## src/core/conv_ctrl_pkg.sv

```systemverilog
// Summary of operation
// [RULE_01] Writing 1 to a synchronized start bit 0..2 starts that converter; 0 does nothing.
// [RULE_02] Start and reset-trigger bits self-clear one clock after a write of 1.
// [RULE_03] Synchronized wait bit 1: sequencer advances once, then stalls until conversion done.
// [RULE_04] Synchronized wait bit 0: sequencer keeps advancing without waiting.
// [RULE_05] Common bit 4 write-only: 1 resets analog control block, self-clears.
// [RULE_06] Common bit 3 powers whole analog block on (1) or down (0).
// [RULE_07] Common bit 2 powers down all converters, ORed with each own power-down bit.
// [RULE_08] Common bit 1 resets all converters, self-clears, ORed with each own reset.
// [RULE_09] Common bit 0 selects external (1) or internal (0) reference; resets to 1.
// [RULE_10] Per-converter bit 7 starts that converter; self-clears after one clock.
// [RULE_11] Per-converter write-only wait bit 6 makes that sequencer stall after a start.
// [RULE_12] Per-converter bits 3:0 select one of 16 multiplexer inputs.
// [RULE_13] Software preserves reserved bits; device stores them read/write, reset 0.
// [RULE_14] Each converter's own reset bit 4 self-clears one clock after a write.
// [RULE_15] Each converter's own power-down bit 5 requests power-down of that converter.
// [RULE_16] After reset release a converter calibrates for 3840 converter clock cycles.
// [RULE_17] Simultaneous synchronized and per-converter start give exactly one start pulse.
package conv_ctrl_pkg;
	localparam int NUM_CONV = 3;
	localparam int ADDR_W = 12;
	// ------------------------------------------------------------
	// Register offsets
	// ------------------------------------------------------------
	localparam logic [11:0] SYNC_OFF = 12'h008;
	localparam logic [11:0] COMM_OFF = 12'h00C;
	localparam logic [11:0] CONV0_OFF = 12'h050;
	localparam logic [11:0] MISC0_OFF = 12'h05C;
	localparam logic [11:0] LANE_STRIDE = 12'h040;
	localparam logic [11:0] STATUS_OFF = 12'h0E0;
	// ------------------------------------------------------------
	// Field positions
	// ------------------------------------------------------------
	localparam int SYNC_GO_LSB = 0;
	localparam int SYNC_STALL_LSB = 4;
	localparam int COMM_REF_SEL = 0;
	localparam int COMM_ALL_RST = 1;
	localparam int COMM_ALL_PD = 2;
	localparam int COMM_PWR_ON = 3;
	localparam int COMM_ACB_RST = 4;
	localparam int CONV_GO = 7;
	localparam int CONV_STALL = 6;
	localparam int MUX_LSB = 0;
	localparam int MUX_W = 4;
	localparam int MISC_RST = 4;
	localparam int MISC_PD = 5;
	localparam int STAT_STALL_LSB = 0;
	localparam int STAT_CAL_LSB = 4;
	// ------------------------------------------------------------
	// Reset values and timing
	// ------------------------------------------------------------
	localparam logic [7:0] SYNC_RESET = 8'h00;
	localparam logic [7:0] COMM_RESET = 8'h01;
	localparam logic [7:0] CONV_RESET = 8'h00;
	localparam logic [7:0] MISC_RESET = 8'h00;
	localparam int CAL_TICKS_DEF = 3840;
	localparam int CONV_CLK_DIV_DEF = 4;
endpackage

```

## src/core/conv_lane_if.sv

```systemverilog
`timescale 1ns/100ps
`default_nettype none
interface conv_lane_if;
	logic go_req;
	logic stall_req;
	logic reset_req;
	logic pd_req;
	logic tick;
	logic done;
	logic go;
	logic stall;
	logic rst;
	logic pd;
	logic cal;
	modport ctrl(output go_req, stall_req, reset_req, pd_req, tick, done,
		input go, stall, rst, pd, cal);
	modport lane(input go_req, stall_req, reset_req, pd_req, tick, done,
		output go, stall, rst, pd, cal);
endinterface
`default_nettype wire

```

## src/core/adc_start_power_mux_control.sv

```systemverilog
// Implementation choices: the address map and the APB slave port.
`timescale 1ns/100ps
`default_nettype none
module adc_start_power_mux_control #(
	parameter int CAL_TICKS = conv_ctrl_pkg::CAL_TICKS_DEF,
	parameter int CONV_CLK_DIV = conv_ctrl_pkg::CONV_CLK_DIV_DEF
) (
	// Clock and reset
	input wire logic pclk,
	input wire logic presetn,
	// APB slave
	input wire logic psel,
	input wire logic penable,
	input wire logic pwrite,
	input wire logic [conv_ctrl_pkg::ADDR_W-1:0] paddr,
	input wire logic [31:0] pwdata,
	output logic [31:0] prdata,
	output logic pready,
	output logic pslverr,
	// Converter side
	input wire logic [conv_ctrl_pkg::NUM_CONV-1:0] conv_done,
	output logic [conv_ctrl_pkg::NUM_CONV-1:0] converter_go,
	output logic [conv_ctrl_pkg::NUM_CONV-1:0] single_converter_reset,
	output logic [conv_ctrl_pkg::NUM_CONV-1:0] single_converter_power_down,
	output logic [conv_ctrl_pkg::NUM_CONV*conv_ctrl_pkg::MUX_W-1:0] input_mux_select,
	output logic [conv_ctrl_pkg::NUM_CONV-1:0] conv_calibrating,
	// Sequencer side
	output logic [conv_ctrl_pkg::NUM_CONV-1:0] seq_stall,
	// Analog block
	output logic reference_select,
	output logic analog_block_power_on,
	output logic analog_ctrl_block_reset
);
	localparam int N = conv_ctrl_pkg::NUM_CONV;
	localparam int DW = $clog2(CONV_CLK_DIV + 1);
	localparam logic [DW-1:0] DIV_LAST = DW'(CONV_CLK_DIV - 1);

	// ------------------------------------------------------------
	// Register state
	// ------------------------------------------------------------
	logic [7:0] sync_q, sync_d;
	logic [7:0] comm_q, comm_d;
	logic [7:0] conv_q [N];
	logic [7:0] conv_d [N];
	logic [7:0] misc_q [N];
	logic [7:0] misc_d [N];
	logic [31:0] prdata_q, prdata_d;
	logic pready_q, pready_d;
	logic pslverr_q, pslverr_d;
	logic [DW-1:0] div_q, div_d;
	logic tick_q, tick_d;
	logic wr_en;
	logic rd_phase;
	logic hit;
	logic [31:0] rdata;
	logic [N-1:0] stall_v;
	logic [N-1:0] cal_v;

	conv_lane_if lane_bus [N] ();

	function automatic logic [11:0] lane_addr(input logic [11:0] base, input int idx);
		lane_addr = base + conv_ctrl_pkg::LANE_STRIDE * 12'(idx);
	endfunction

	// ------------------------------------------------------------
	// APB decode
	// ------------------------------------------------------------
	// One wait state keeps every bus output registered
	assign rd_phase = psel && penable && !pready_q;
	assign wr_en = psel && penable && pready_q && pwrite && !pslverr_q;

	always_comb begin
		hit = 1'b0;
		rdata = 32'h0000_0000;
		if (paddr == conv_ctrl_pkg::SYNC_OFF) begin
			hit = 1'b1;
			rdata = {24'h000000, sync_q};
		end
		if (paddr == conv_ctrl_pkg::COMM_OFF) begin
			hit = 1'b1;
			// Block reset trigger is write-only
			rdata = {24'h000000, comm_q & ~(8'h01 << conv_ctrl_pkg::COMM_ACB_RST)};
		end
		if (paddr == conv_ctrl_pkg::STATUS_OFF) begin
			hit = 1'b1;
			rdata = {24'h000000, 1'b0, cal_v, 1'b0, stall_v};
		end
		for (int i = 0; i < N; i++) begin
			if (paddr == lane_addr(conv_ctrl_pkg::CONV0_OFF, i)) begin
				hit = 1'b1;
				// Wait bit is write-only
				rdata = {24'h000000, conv_q[i] & ~(8'h01 << conv_ctrl_pkg::CONV_STALL)};
			end
			if (paddr == lane_addr(conv_ctrl_pkg::MISC0_OFF, i)) begin
				hit = 1'b1;
				rdata = {24'h000000, misc_q[i]};
			end
		end
	end

	always_comb begin
		pready_d = 1'b0;
		pslverr_d = 1'b0;
		prdata_d = prdata_q;
		if (rd_phase) begin
			pready_d = 1'b1;
			pslverr_d = !hit;
			prdata_d = (pwrite || !hit) ? 32'h0000_0000 : rdata;
		end
	end

	// ------------------------------------------------------------
	// Register updates
	// ------------------------------------------------------------
	always_comb begin
		// Trigger bits hold for one cycle only
		sync_d = sync_q & 8'hF8; // RULE_02
		comm_d = comm_q & ~((8'h01 << conv_ctrl_pkg::COMM_ACB_RST)
			| (8'h01 << conv_ctrl_pkg::COMM_ALL_RST)); // RULE_05 RULE_08
		for (int i = 0; i < N; i++) begin
			conv_d[i] = conv_q[i] & ~(8'h01 << conv_ctrl_pkg::CONV_GO); // RULE_10
			misc_d[i] = misc_q[i] & ~(8'h01 << conv_ctrl_pkg::MISC_RST); // RULE_14
		end
		if (wr_en) begin
			// Reserved bits are stored as written
			if (paddr == conv_ctrl_pkg::SYNC_OFF) begin
				sync_d = pwdata[7:0]; // RULE_01 RULE_13
			end
			if (paddr == conv_ctrl_pkg::COMM_OFF) begin
				comm_d = pwdata[7:0];
			end
			for (int i = 0; i < N; i++) begin
				if (paddr == lane_addr(conv_ctrl_pkg::CONV0_OFF, i)) begin
					conv_d[i] = pwdata[7:0];
				end
				if (paddr == lane_addr(conv_ctrl_pkg::MISC0_OFF, i)) begin
					misc_d[i] = pwdata[7:0];
				end
			end
		end
	end

	// ------------------------------------------------------------
	// Converter clock enable
	// ------------------------------------------------------------
	always_comb begin
		tick_d = (div_q == DIV_LAST);
		div_d = tick_d ? DW'(0) : div_q + DW'(1);
	end

	always_ff @(posedge pclk or negedge presetn) begin
		if (!presetn) begin
			sync_q <= conv_ctrl_pkg::SYNC_RESET;
			comm_q <= conv_ctrl_pkg::COMM_RESET; // RULE_09
			for (int i = 0; i < N; i++) begin
				conv_q[i] <= conv_ctrl_pkg::CONV_RESET;
				misc_q[i] <= conv_ctrl_pkg::MISC_RESET;
			end
			prdata_q <= 32'h0000_0000;
			pready_q <= 1'b0;
			pslverr_q <= 1'b0;
			div_q <= '0;
			tick_q <= 1'b0;
		end else begin
			sync_q <= sync_d;
			comm_q <= comm_d;
			for (int i = 0; i < N; i++) begin
				conv_q[i] <= conv_d[i];
				misc_q[i] <= misc_d[i];
			end
			prdata_q <= prdata_d;
			pready_q <= pready_d;
			pslverr_q <= pslverr_d;
			div_q <= div_d;
			tick_q <= tick_d;
		end
	end

	// ------------------------------------------------------------
	// Per-converter lanes
	// ------------------------------------------------------------
	for (genvar g = 0; g < N; g++) begin : lane
		logic sync_go;
		logic one_go;

		assign sync_go = sync_d[conv_ctrl_pkg::SYNC_GO_LSB + g]; // RULE_01
		assign one_go = conv_d[g][conv_ctrl_pkg::CONV_GO]; // RULE_10
		// Both sources merge into one pulse
		assign lane_bus[g].go_req = sync_go | one_go; // RULE_17
		// Stall only when the start that fires asks for it
		assign lane_bus[g].stall_req =
			(sync_go & sync_d[conv_ctrl_pkg::SYNC_STALL_LSB + g])
			| (one_go & conv_d[g][conv_ctrl_pkg::CONV_STALL]); // RULE_03 RULE_04 RULE_11
		assign lane_bus[g].reset_req = comm_d[conv_ctrl_pkg::COMM_ALL_RST]
			| misc_d[g][conv_ctrl_pkg::MISC_RST]; // RULE_08 RULE_14
		assign lane_bus[g].pd_req = comm_d[conv_ctrl_pkg::COMM_ALL_PD]
			| misc_d[g][conv_ctrl_pkg::MISC_PD]; // RULE_07 RULE_15
		assign lane_bus[g].tick = tick_q;
		assign lane_bus[g].done = conv_done[g];

		converter_lane #(
			.CAL_TICKS(CAL_TICKS)
		) u_lane (
			.pclk(pclk),
			.presetn(presetn),
			.bus(lane_bus[g])
		);

		assign converter_go[g] = lane_bus[g].go;
		assign single_converter_reset[g] = lane_bus[g].rst;
		assign single_converter_power_down[g] = lane_bus[g].pd;
		assign stall_v[g] = lane_bus[g].stall;
		assign cal_v[g] = lane_bus[g].cal;
		assign input_mux_select[g*conv_ctrl_pkg::MUX_W +: conv_ctrl_pkg::MUX_W] =
			conv_q[g][conv_ctrl_pkg::MUX_LSB +: conv_ctrl_pkg::MUX_W]; // RULE_12
	end

	// ------------------------------------------------------------
	// Outputs
	// ------------------------------------------------------------
	assign seq_stall = stall_v;
	assign conv_calibrating = cal_v;
	assign reference_select = comm_q[conv_ctrl_pkg::COMM_REF_SEL]; // RULE_09
	assign analog_block_power_on = comm_q[conv_ctrl_pkg::COMM_PWR_ON]; // RULE_06
	assign analog_ctrl_block_reset = comm_q[conv_ctrl_pkg::COMM_ACB_RST]; // RULE_05
	assign prdata = prdata_q;
	assign pready = pready_q;
	assign pslverr = pslverr_q;
endmodule
`default_nettype wire

```

## src/core/converter_lane.sv

```systemverilog
`timescale 1ns/100ps
`default_nettype none
module converter_lane #(
	parameter int CAL_TICKS = conv_ctrl_pkg::CAL_TICKS_DEF
) (
	// Clock and reset
	input wire logic pclk,
	input wire logic presetn,
	// Control side
	conv_lane_if.lane bus
);
	localparam int CW = $clog2(CAL_TICKS + 1);
	localparam logic [CW-1:0] CAL_LOAD = CW'(CAL_TICKS);

	logic go_q, go_d;
	logic stall_q, stall_d;
	logic rst_q, rst_d;
	logic pd_q, pd_d;
	logic cal_q, cal_d;
	logic [CW-1:0] cnt_q, cnt_d;

	always_comb begin
		go_d = bus.go_req; // RULE_17
		rst_d = bus.reset_req;
		pd_d = bus.pd_req;
		stall_d = stall_q;
		if (bus.done) begin
			stall_d = 1'b0;
		end
		// New stalling start wins over a completion in the same cycle
		if (bus.go_req && bus.stall_req) begin
			stall_d = 1'b1; // RULE_03
		end
		cal_d = cal_q;
		cnt_d = cnt_q;
		if (rst_q) begin
			cal_d = 1'b1;
			cnt_d = CAL_LOAD;
		end else if (cal_q && bus.tick) begin
			cnt_d = cnt_q - CW'(1); // RULE_16
			if (cnt_q == CW'(1)) begin
				cal_d = 1'b0;
			end
		end
	end

	always_ff @(posedge pclk or negedge presetn) begin
		if (!presetn) begin
			go_q <= 1'b0;
			stall_q <= 1'b0;
			rst_q <= 1'b0;
			pd_q <= 1'b0;
			cal_q <= 1'b1;
			cnt_q <= CAL_LOAD;
		end else begin
			go_q <= go_d;
			stall_q <= stall_d;
			rst_q <= rst_d;
			pd_q <= pd_d;
			cal_q <= cal_d;
			cnt_q <= cnt_d;
		end
	end

	assign bus.go = go_q;
	assign bus.stall = stall_q;
	assign bus.rst = rst_q;
	assign bus.pd = pd_q;
	assign bus.cal = cal_q;
endmodule
`default_nettype wire

```

## config.mk

```make
export PLATFORM = sky130hd
export DESIGN_NAME = adc_start_power_mux_control
export DESIGN_NICKNAME = d
export VERILOG_FILES = /design/src/core/conv_ctrl_pkg.sv /design/src/core/conv_lane_if.sv /design/src/core/adc_start_power_mux_control.sv /design/src/core/converter_lane.sv
export SDC_FILE = /design/constraint.sdc
export NUM_CORES = 1
export LEC_CHECK = 0
export BUFFER_PORTS_ARGS = -buffer_cell sky130_fd_sc_hd__buf_2
export CAP_MARGIN = 20
export CORE_MARGIN = 4
export CORE_UTILIZATION = 50
export CTS_CLUSTER_SIZE = 20
export DETAILED_ROUTE_END_ITERATION = 10
export GPL_TIMING_DRIVEN = 0
export PLACE_DENSITY = 0.73
export SYNTH_ARGS = -nofsm -noshare
export SYNTH_HDL_FRONTEND = slang
export SYNTH_HIERARCHICAL = 1
export SYNTH_SLANG_ARGS = --single-unit
export TNS_END_PERCENT = 10
```

## constraint.sdc

```tcl
create_clock -name pclk -period 2.3 [get_ports pclk]
set_input_delay 0.115 -clock pclk [delete_from_list [all_inputs] [get_ports pclk]]
set_output_delay 0.115 -clock pclk [all_outputs]
set_load 0.01 [all_outputs]
```

# Yosys cells after proc, flatten, opt, wreduce, memory -nomap -nowiden
# Index checks and enable logic that the tools add are counted.
# totals
regBits	153
# classes
bitwise_logic	18
mux	55
n_eq_ne	13
addsub	4
n_reduce_logical	35
# op_table
cell	count
32-bit 2-to-1 mux	3
8-bit 2-to-1 mux	12
12-bit 2-to-1 mux	6
12-bit by 8-bit == test with 1-bit output, second input constant	5
12-bit by 1-bit == test with 1-bit output, second input constant	3
12-bit by 1-bit subtractor with 12-bit output, second input constant	3
1-bit 2-to-1 mux	26
12-bit by 4-bit == test with 1-bit output, second input constant	2
12-bit by 7-bit == test with 1-bit output, second input constant	2
24-bit 2-to-1 mux	1
22-bit 2-to-1 mux	1
2-bit AND reduction	11
2-bit nonzero test	9
7-bit 2-to-1 mux	2
1-bit OR	12
1-bit logical AND	11
5-bit 2-to-1 mux	2
1-bit bitwise AND	6
6-bit 2-to-1 mux	1
3-bit by 1-bit adder with 3-bit output, second input constant	1
3-bit by 2-bit == test with 1-bit output, second input constant	1
1-bit zero test	3
3-bit 2-to-1 mux	1
1-bit logical OR	1

# Logic depth before layout (Yosys ltp)
# Gate-level depths: netlist of the first run.
# logic_depth
depth_word	13
ltp_mapped	9
ltp_nobuf	7

# Cells and area by module
# The synthesis of the first run kept the hierarchy.
# by_module_without_submodules
mod	n_inst	area_per_inst_um2	cells_per_inst	seq_area_each_um2
adc_start_power_mux_control	1	4145.2	413	1878.1
converter_lane	3	803.3	73	431.7

# Least setup slack after synthesis of the first run
# Ideal clock, no wire load.
# synth_path
path_kind	input to register
startpoint	input paddr[9] (netlist name)
endpoint	register lane[1].u_lane.pd_q
arrival_ns	1.828
stages	6
required_time_ns	2.158
path_buffers	1
setup_slack_ns	0.330
setup_time_ns	0.142
path_cell_list	or4_4 > or3_4 > or4_1 > buf_2 > mux2i_4 > o211ai_1
# synth_between
elab_chain_len	4
word_cells_on_any_way	7
# synth_rtl
element	line	source
from (decl)	adc_start_power_mux_control.sv:15	input wire logic [conv_ctrl_pkg::ADDR_W-1:0] paddr,
12-bit by 4-bit == test with 1-bit output / 12-bit by 8-bit == test with 1-bit output (equally long branches)	adc_start_power_mux_control.sv:129, adc_start_power_mux_control.sv:136	
5-bit 2-to-1 mux / 8-bit 2-to-1 mux (equally long branches)	adc_start_power_mux_control.sv:129, adc_start_power_mux_control.sv:136	
5-bit 2-to-1 mux / 22-bit 2-to-1 mux (equally long branches)	adc_start_power_mux_control.sv:124	if (wr_en) begin
1-bit OR *	adc_start_power_mux_control.sv:197	| misc_d[g][conv_ctrl_pkg::MISC_PD];
named net lane_bus[1].pd_req	conv_lane_if.sv:7	logic pd_req;
to (signal assigned)	converter_lane.sv:59	pd_q <= pd_d;
to (decl)	converter_lane.sv:18	logic pd_q, pd_d;
# Mark *: on every way through the listed nets, which the timed path passes. The rest lies on a longest branch.
# A chain may end at the register's enable or synchronous reset.

# Worst setup path in the final report of the first run
# layout_path
startpoint	input paddr[9] (netlist name)
endpoint	register misc_q[10] (netlist name)
# layout_between
elab_chain_len	2
# layout_rtl
element	line	source
12-bit by 8-bit == test with 1-bit output	adc_start_power_mux_control.sv:136	if (paddr == lane_addr(conv_ctrl_pkg::MISC0_OFF, i)) begin
2-bit AND reduction (no source line)	-	
to (signal, indexed assignment)	adc_start_power_mux_control.sv:157	misc_q[i] <= conv_ctrl_pkg::MISC_RESET;
to (signal, indexed assignment)	adc_start_power_mux_control.sv:169	misc_q[i] <= misc_d[i];
to (decl)	adc_start_power_mux_control.sv:45	logic [7:0] misc_q [N];
# No other way between the ends.

==> results of run 1 <==
## tightest hold or removal path, delay by kind of cell
kind                   cells  cell delay (ns)
buffers and inverters      1             0.16
and+or+nand+nor            2             0.13
## flip-flops by register name, indices dropped and copies added, names as in the netlist
register               flops
misc_q                    24
pready                     1
lane.u_lane/cnt_q         36
lane.u_lane/bus.pd         3
input_mux_select          12
lane.u_lane/bus.go         3
pslverr                    1
lane.u_lane/bus.cal        3
lane.u_lane/bus.rst        3
lane_bus.tick              1
conv_q                     9
lane.u_lane/bus.stall      3
sync_q                     8
prdata                     8
div_q                      3
comm_q                     8
## what timing repair did
action                                 in CTS  in global routing
setup endpoints to repair                  32                 33
pin swaps                                   0                  2
gates cloned                                0                  0
setup buffers                               0                  4
hold buffers                                7                  0
resized for setup                           4                  4
endpoints found under the hold margin      73                  0
## per-stage QoR
step	power [mW]	instance area, µm²	util	TNS (ns)
after floorplan	2.39	6640	-	0
after global routing	5.28	7940	0.624	0
final	5.09	7940	0.624	0
after global placement	2.51	7180	0.564	-63.91
after detailed placement	2.52	7220	0.568	-17.45
after CTS	5.12	7890	0.620	0
## metal layers
layer | part of all wire | vias to the layer above | global-route usage
met4 | 0.026 | 0 | 0.0819
met5 | 0 | - | 0
met3 | 0.070 | 33 | 0.0631
li1 | - | 2408 | -
met2 | 0.49 | 224 | 0.401
met1 | 0.42 | 2590 | 0.317
## layout make-up
| cell class | instances | area share |
|---|---|---|
| inverter | 22 | 0.0104 |
| tap | 172 | 0.0271 |
| multi-input combinational | 431 | 0.371 |
| sequential | 126 | 0.400 |
| clock buffer | 20 | 0.0575 |
| buffer | 75 | 0.0607 |
| clock inverter | 12 | 0.0150 |
| timing repair buffer | 78 | 0.0585 |
## cells by family after synthesis
group	count (synthesis)	synth area share
and+or+nand+nor	238	0.207
muxes	48	0.0823
adders and majority gates	7	0.0134
xor gates and xnor gates	25	0.0334
DFF	126	0.484
AOI/OAI and AO/OA	89	0.0922
other	1	0.000572
buffers and inverters	98	0.0867
## where the power goes
group	internal, mW	switching, mW
clock network	1.63	0.955
registers	2.22	0.00401
logic	0.0913	0.179
## synthesized netlist by cell type, drive strengths merged, types with 13 or more instances
cell / number
buf: 58
clkbuf: 18
dfrtp: 110
dfstp: 16
inv: 22
mux2: 37
nand2: 54
nand3: 13
nor2: 53
nor3: 16
nor4: 20
o21ai: 21
o22ai: 15
xnor2: 13
## layout by cell type, fill, tap and decap left out, types with 5 or more instances in the layout
cell type and instances:
a211oi_1 8, a221oi_1 5, a22oi_1 9, a31oi_1 6, and2_1 10, buf_2 71
buf_4 55, clkbuf_1 17, clkbuf_16 17, clkinv_2 7, conb_1 24, dfrtp_1 110
dfstp_2 16, dlygate4sd3_1 7, ha_1 7, inv_1 22, mux2_2 37, mux2i_1 10
nand2_1 54, nand2b_1 8, nand3_1 12, nand3b_1 6, nand4_1 9, nor2_1 53
nor2b_1 10, nor3_1 13, nor3b_1 5, nor4_1 10, nor4_2 5, nor4_4 5
o21ai_0 21, o22ai_1 15, o31ai_1 6, or2_2 5, or3_1 7, xnor2_1 13
xor2_1 12
## path summary, 6_finish.rpt
path                       slack (ns)  startpoint  cells past startpoint                 endpoint
max                              0.09    paddr[9]                      6               misc_q[10]
min                              0.02   pwdata[3]                      3                comm_q[3]
max reg2reg                      0.20      pready                      4               misc_q[10]
min reg2reg                      0.44    div_q[2]                      1         lane_bus[0].tick
max in group asynchronous        1.39     presetn                      3  lane[1].u_lane/cnt_q[8]
min in group asynchronous        0.14     presetn                      2  lane[0].u_lane/cnt_q[3]
==> run summary, run 1 <==
For this configuration, the core starts out at a cell density of 0.515. The number of buffers on the longest clock path is 2. The worst clock skew is 0.00521 ns. The power density of the placed cells is 641 nW/µm². Setup repair after global routing left no endpoint under its margin.

The peak ir drop on the vdd network came out at 0.528 mV. The first-iteration detailed-routing DRC count came out at 442. The slowest stage of the critical path is the nor4_4 cell.

The combined area of the multi-input logic cells is 2950 µm². Once detailed placement completed, the half-perimeter wirelength came to 12.3 mm. The number of antenna violations at the first check in global routing came out at 0.

Sorting the synthesized cells by area gives the leading types as dfrtp_1 (42%), dfstp_2 (6.4%), mux2_2 (6.4%). Setup violations remaining at the end of the flow were counted as 0. After clock tree synthesis, the clock-pin slew on the worst setup and hold paths is 0.06 ns. The count of nets left with antenna violations once routing finished came out at 0. After the flow finishes, the layout carries non-filler instances totaling 936. Among all flip-flop cells after synthesis, the most frequent one is dfrtp_1. For this block, the routed nets add up to 17.2 mm of wire.

The width of the chip came out at 123 µm. The maximum fanout along the worst path is 10. The cell type with the highest aggregate area in the netlist is dfrtp_1. Entering global routing, the biggest net connects 98 pins. The stage delay of the slowest cell on the critical path is 0.75 ns. Walking the worst path, the cells encountered are buf_2 -> nor4_1 -> buf_2 -> nand2_1 -> nor4_4 -> mux2_2.

The portion of synthesized cell area occupied by the leading cell type came out at 0.420. The synthesized flop and latch total came out at 126. The static power due to leakage is 3.89 nW. The smallest setup slack after layout came out at 0.0876 ns. Once placement completed, the tool counted placed cells totaling 894.

In this run the number of H-tree levels came out at 4. STA classifies the critical path endpoint as a flop. The first-pass GRT wire length came out at 27.9 mm. The Yosys step of the flow raised 6 warnings. Timing would allow up to 0.452 GHz. The total number of vias came out at 5255. The area occupied by registers is 3170 µm². The synthesis-to-finish area growth came out at 21.1%.

The height of the die is 123 µm. TritonCTS created 17 clock buffers. The data arrival time of the worst path came out at 2.52 ns. The average cell area after synthesis came out at 10.4 µm². The data required time at the worst endpoint came out at 2.61 ns.

The core region area came out at 12700 µm². At the pin with the least slew margin, the transition time is 1.00 ns. The number of max-slew violations in the final report came out at 0. The die covers 15000 µm².

Fill cells in the final layout number 1087. The number of clock sinks seen by CTS is 126. In the routed design, unresolved DRC markers number 0. The worst setup timing slack at the placement stage is -0.537 ns. For this run, the register share of the synthesized area comes to 0.484. The global router's overall resource usage came out at 0.244. After detailed routing, the average wire length per cell comes to 18.3 µm. The antenna diode count came out at 0. The run finished with clean final reports. The TritonCTS clock tree is done.

In this design, the critical path's most frequently occurring cell is buf_2. The count of final hold-check violations is 0. Of the available clock period, the critical path in the final layout requires 0.962.

Max-cap violations in this run came to 0. At the end of the flow, the number of nets in the layout was 810. The leftover overflow at the end of global routing came out at 0. In the synthesized netlist the async set-or-reset flop fraction comes to 1.00. The detail-routed via count per cell came out at 5.61. The relative max-transition margin is 0.325. The clock period minus worst slack is 2.21 ns. In the synthesized netlist, the number of instances is 632.

The via count of the first global-routing pass is 5287. The worst hold slack came out at 0.0211 ns. The number of different library cells in the post-synthesis netlist came out at 60. The floorplan has 41 rows. The clock latency on the worst-skew pair is 0.42 ns. Clock tree synthesis selected as its root buffer the cell clkbuf_16. The synthesized design contains 0 enable-type register cells. The I/O pin total is 116. The worst hold path class is in2reg. Counting both buffers and inverters, the worst setup path holds a total of 2. The kind of cell with the highest combined delay along the critical path is simple AND/OR/NAND/NOR gates. The cell area after synthesis is 6560 µm². The critical path is of the in2reg type. The final estimated routing congestion in global placement is 0.961. Before antenna repair, the detailed router went through 5 iterations. The worst setup path is launched from an input port. The count of buffers inserted at the top-level ports came out at 64.

The fraction of final layout cells with drive strength greater than 1 is 0.314.
Power figures use the tool's default switching activity.
==> inputs of run 2 (changes only) <==
Settings changed: GPL_TIMING_DRIVEN 0 to unset.
==> run 2 against run 1 <==
  * Critical path depth grew 1
  * Non-clock buffer count is 51 lower
  * Register-to-register slack improved by 0.02 ns
  * Design area is 4.9% lower
  * Highest routed layer unchanged
==> run summary, run 2 (synthesis results as in run 1) <==
The run finished with clean final reports. The wire length after detailed routing came out at 16.4 mm (-4.5%). The number of max-slew violations in the final report is 0 (unchanged). The library cells used most frequently in the layout, excluding fill and tap cells, are dfrtp_1 (110), buf_2 (66), nand2_1 (54). The data required time at the worst endpoint came out at 2.63 ns (+0.02 ns). The maximum fanout along the worst path is 11 (+1). TritonCTS built the clock tree. The peak ir drop on the vdd network came out at 0.586 mV (+11%). The starting density of the core came out at 0.515 (unchanged). The static power due to leakage is 3.62 nW (-6.9%). The core region area was 12700 µm² (unchanged).

The portion of the clock cycle consumed by the worst path in the final layout came out at 0.905 (-0.0571). The clock transition at the register clock pins on the worst setup and hold paths after CTS is 0.05 ns (about the same). The worst clock skew was 0.00651 ns (+0.00130 ns).

The cell sitting at the root of the clock tree is a clkbuf_16. The fraction of final layout cells with drive strength greater than 1 came out at 0.278 (-0.0364). The total number of vias is 5086 (-3.2%). The level count of the clock H-tree is 4 (unchanged). The number of instances resized during post-cts repair came to 0 (-4).

The DRC violation count after routing is 0 (unchanged). The data arrival time of the worst path is 2.41 ns (-0.11 ns). The highest attainable clock frequency is 0.480 GHz (+6.3%). The count of buffers inserted at the top-level ports is 67 (+4.7%). The I/O pin total is 116 (unchanged). The post-route setup TNS came out at 0 ns (unchanged). The leftover overflow at the end of global routing came out at 0 (unchanged). The via count of the first global-routing pass came out at 5105 (-3.4%). The first-pass GRT wire length came out at 26.2 mm (-5.9%). The global router's overall resource usage is 0.228 (-0.0167). The number of endpoints failing setup at the final stage came to 0 (unchanged).

The number of detailed-routing iterations run before antenna repair was 5 (unchanged). The clock period minus worst slack came out at 2.08 ns (-0.131 ns). The number of buffers on the longest clock path is 2 (unchanged). The CTS buffer count is 17 (unchanged). The first-iteration detailed-routing DRC count is 440 (-0.45%). The post-route antenna net violation count was 0 (unchanged). The width of the chip is 123 µm (unchanged). The worst setup path is launched from a flop. The area of all placed cells without fillers was 7550 µm² (-4.9%). The final estimated routing congestion in global placement came to 0.930 (-3.2%). The relative max-transition margin came to 0.348 (+0.0230). The synthesis-to-finish area growth is 15.2%. The antenna diode count is 0 (unchanged). The placed wire-length estimate after detailed placement came out at 11.6 mm (-5.7%). The smallest setup slack after layout came out at 0.219 ns (+0.131 ns).

The layout filler cell count came out at 1094 (+0.64%). More flip-flops sit in one register than any other, and that register is lane.u_lane/cnt_q. The max-capacitance violation count came out at 0 (unchanged). The number of standard-cell rows in the floorplan came out at 41 (unchanged). The count of final hold-check violations came out at 0 (unchanged).

The height of the die is 123 µm (unchanged). The slew at the pin closest to its max-slew limit is 0.970 ns (-0.0342 ns). The average routed wire per standard cell is 18.5 µm (+0.98%). The number of antenna violations at the first check in global routing is 0 (unchanged). The number of clock sinks seen by CTS is 126 (unchanged).

The detail-routed via count per cell was 5.75 (+2.4%). The total die area was 15000 µm² (unchanged). The cell area after placement was 6930 µm² (-4.0%).

The count of nets after finishing is 759 (-6.3%). The clock latency on the worst-skew pair came out at 0.42 ns (about the same). The critical path is of the reg2reg type. The maximum number of pins on one net before global-route repair is 56 (-43%). The worst setup path is captured at a flop.

The worst hold path class is in2reg. The number of flip-flops under the largest register name came to 36 (unchanged). The power density of the placed cells was 657 nW/µm² (+2.5%). The worst setup timing slack at the placement stage is 0.137 ns (+0.674 ns).

Leaving out fill and tap cells, the most frequent cell in the layout is dfrtp_1. Setup repair after global routing left no endpoint under its margin.
[run 2: cell count changes in the layout (fill, tap and decap cells not counted), sizes merged]
cell / before / now
clkinv: 8 / 4
clkbuf: 37 / 25
bufinv: 2 / 1
buf: 129 / 95
[run 2: what timing repair did]
action | in CTS | in global routing
hold endpoints to repair | 35 | 0
hold buffers | 7 | 0
buffers inserted | 0 | 0
[run 2: cell type report]
type | count | area, µm² | area share
well taps | 172 | 215 | 0.0285
clock buffers | 25 | 485 | 0.0643
repair buffers | 102 | 631 | 0.0835
flip-flops and latches | 126 | 3170 | 0.420
clock inverters | 7 | 65.1 | 0.00861
multi-input cells | 431 | 2900 | 0.384
inverters | 22 | 82.6 | 0.0109
[run 2: metrics by stage]
stage / cells / power (mW) / utilization / hold slack, ns
after global placement: 846 / 2.49 / 0.545 / 0.130
after detailed placement: 846 / 2.49 / 0.545 / 0.138
after CTS: 885 / 5.00 / 0.594 / 0.00908
after global routing: 885 / 5.12 / 0.594 / 0.0321
final: 885 / 4.96 / 0.594 / 0.0171
after floorplan: 655 / 2.39 / - / -0.181
[run 2: critical path, cell delays in order (launching register included)]
cell and delay (ns):
dfrtp_1 0.35, nand4_1 0.08, or2_2 0.42, or3_1 0.65
nor2_1 0.22, or2_2 0.14, nand2_1 0.05, o21ai_0 0.08
[run 2: worst paths after layout]
path / startpoint / end / slack (ns) / depth (start not counted)
hold / removal: pwdata[3] / comm_q[3] / 0.02 / 3
hold reg to reg: div_q[0] / div_q[0] / 0.44 / 1
min in group asynchronous: presetn / lane[2].u_lane/cnt_q[3] / 0.23 / 2
setup / recovery: pready / lane[1].u_lane/bus.stall / 0.22 / 7
max in group asynchronous: presetn / input_mux_select[1] / 1.26 / 3
setup reg to reg: pready / lane[1].u_lane/bus.stall / 0.22 / 7
[run 2: layer usage]
metal	vias up	GRT usage	routed length, µm
met3	34	0.0627	1110
met5	-	0	0
met4	0	0.0847	423
met2	190	0.359	7760
met1	2551	0.301	7090
li1	2311	-	-
[run 2: where the power goes]
| part | total [mW] | internal (mW) | switching, mW |
|---|---|---|---|
| clock | 2.50 | 1.56 | 0.935 |
| combinational | 0.237 | 0.0694 | 0.167 |
| sequential | 2.23 | 2.22 | 0.00383 |
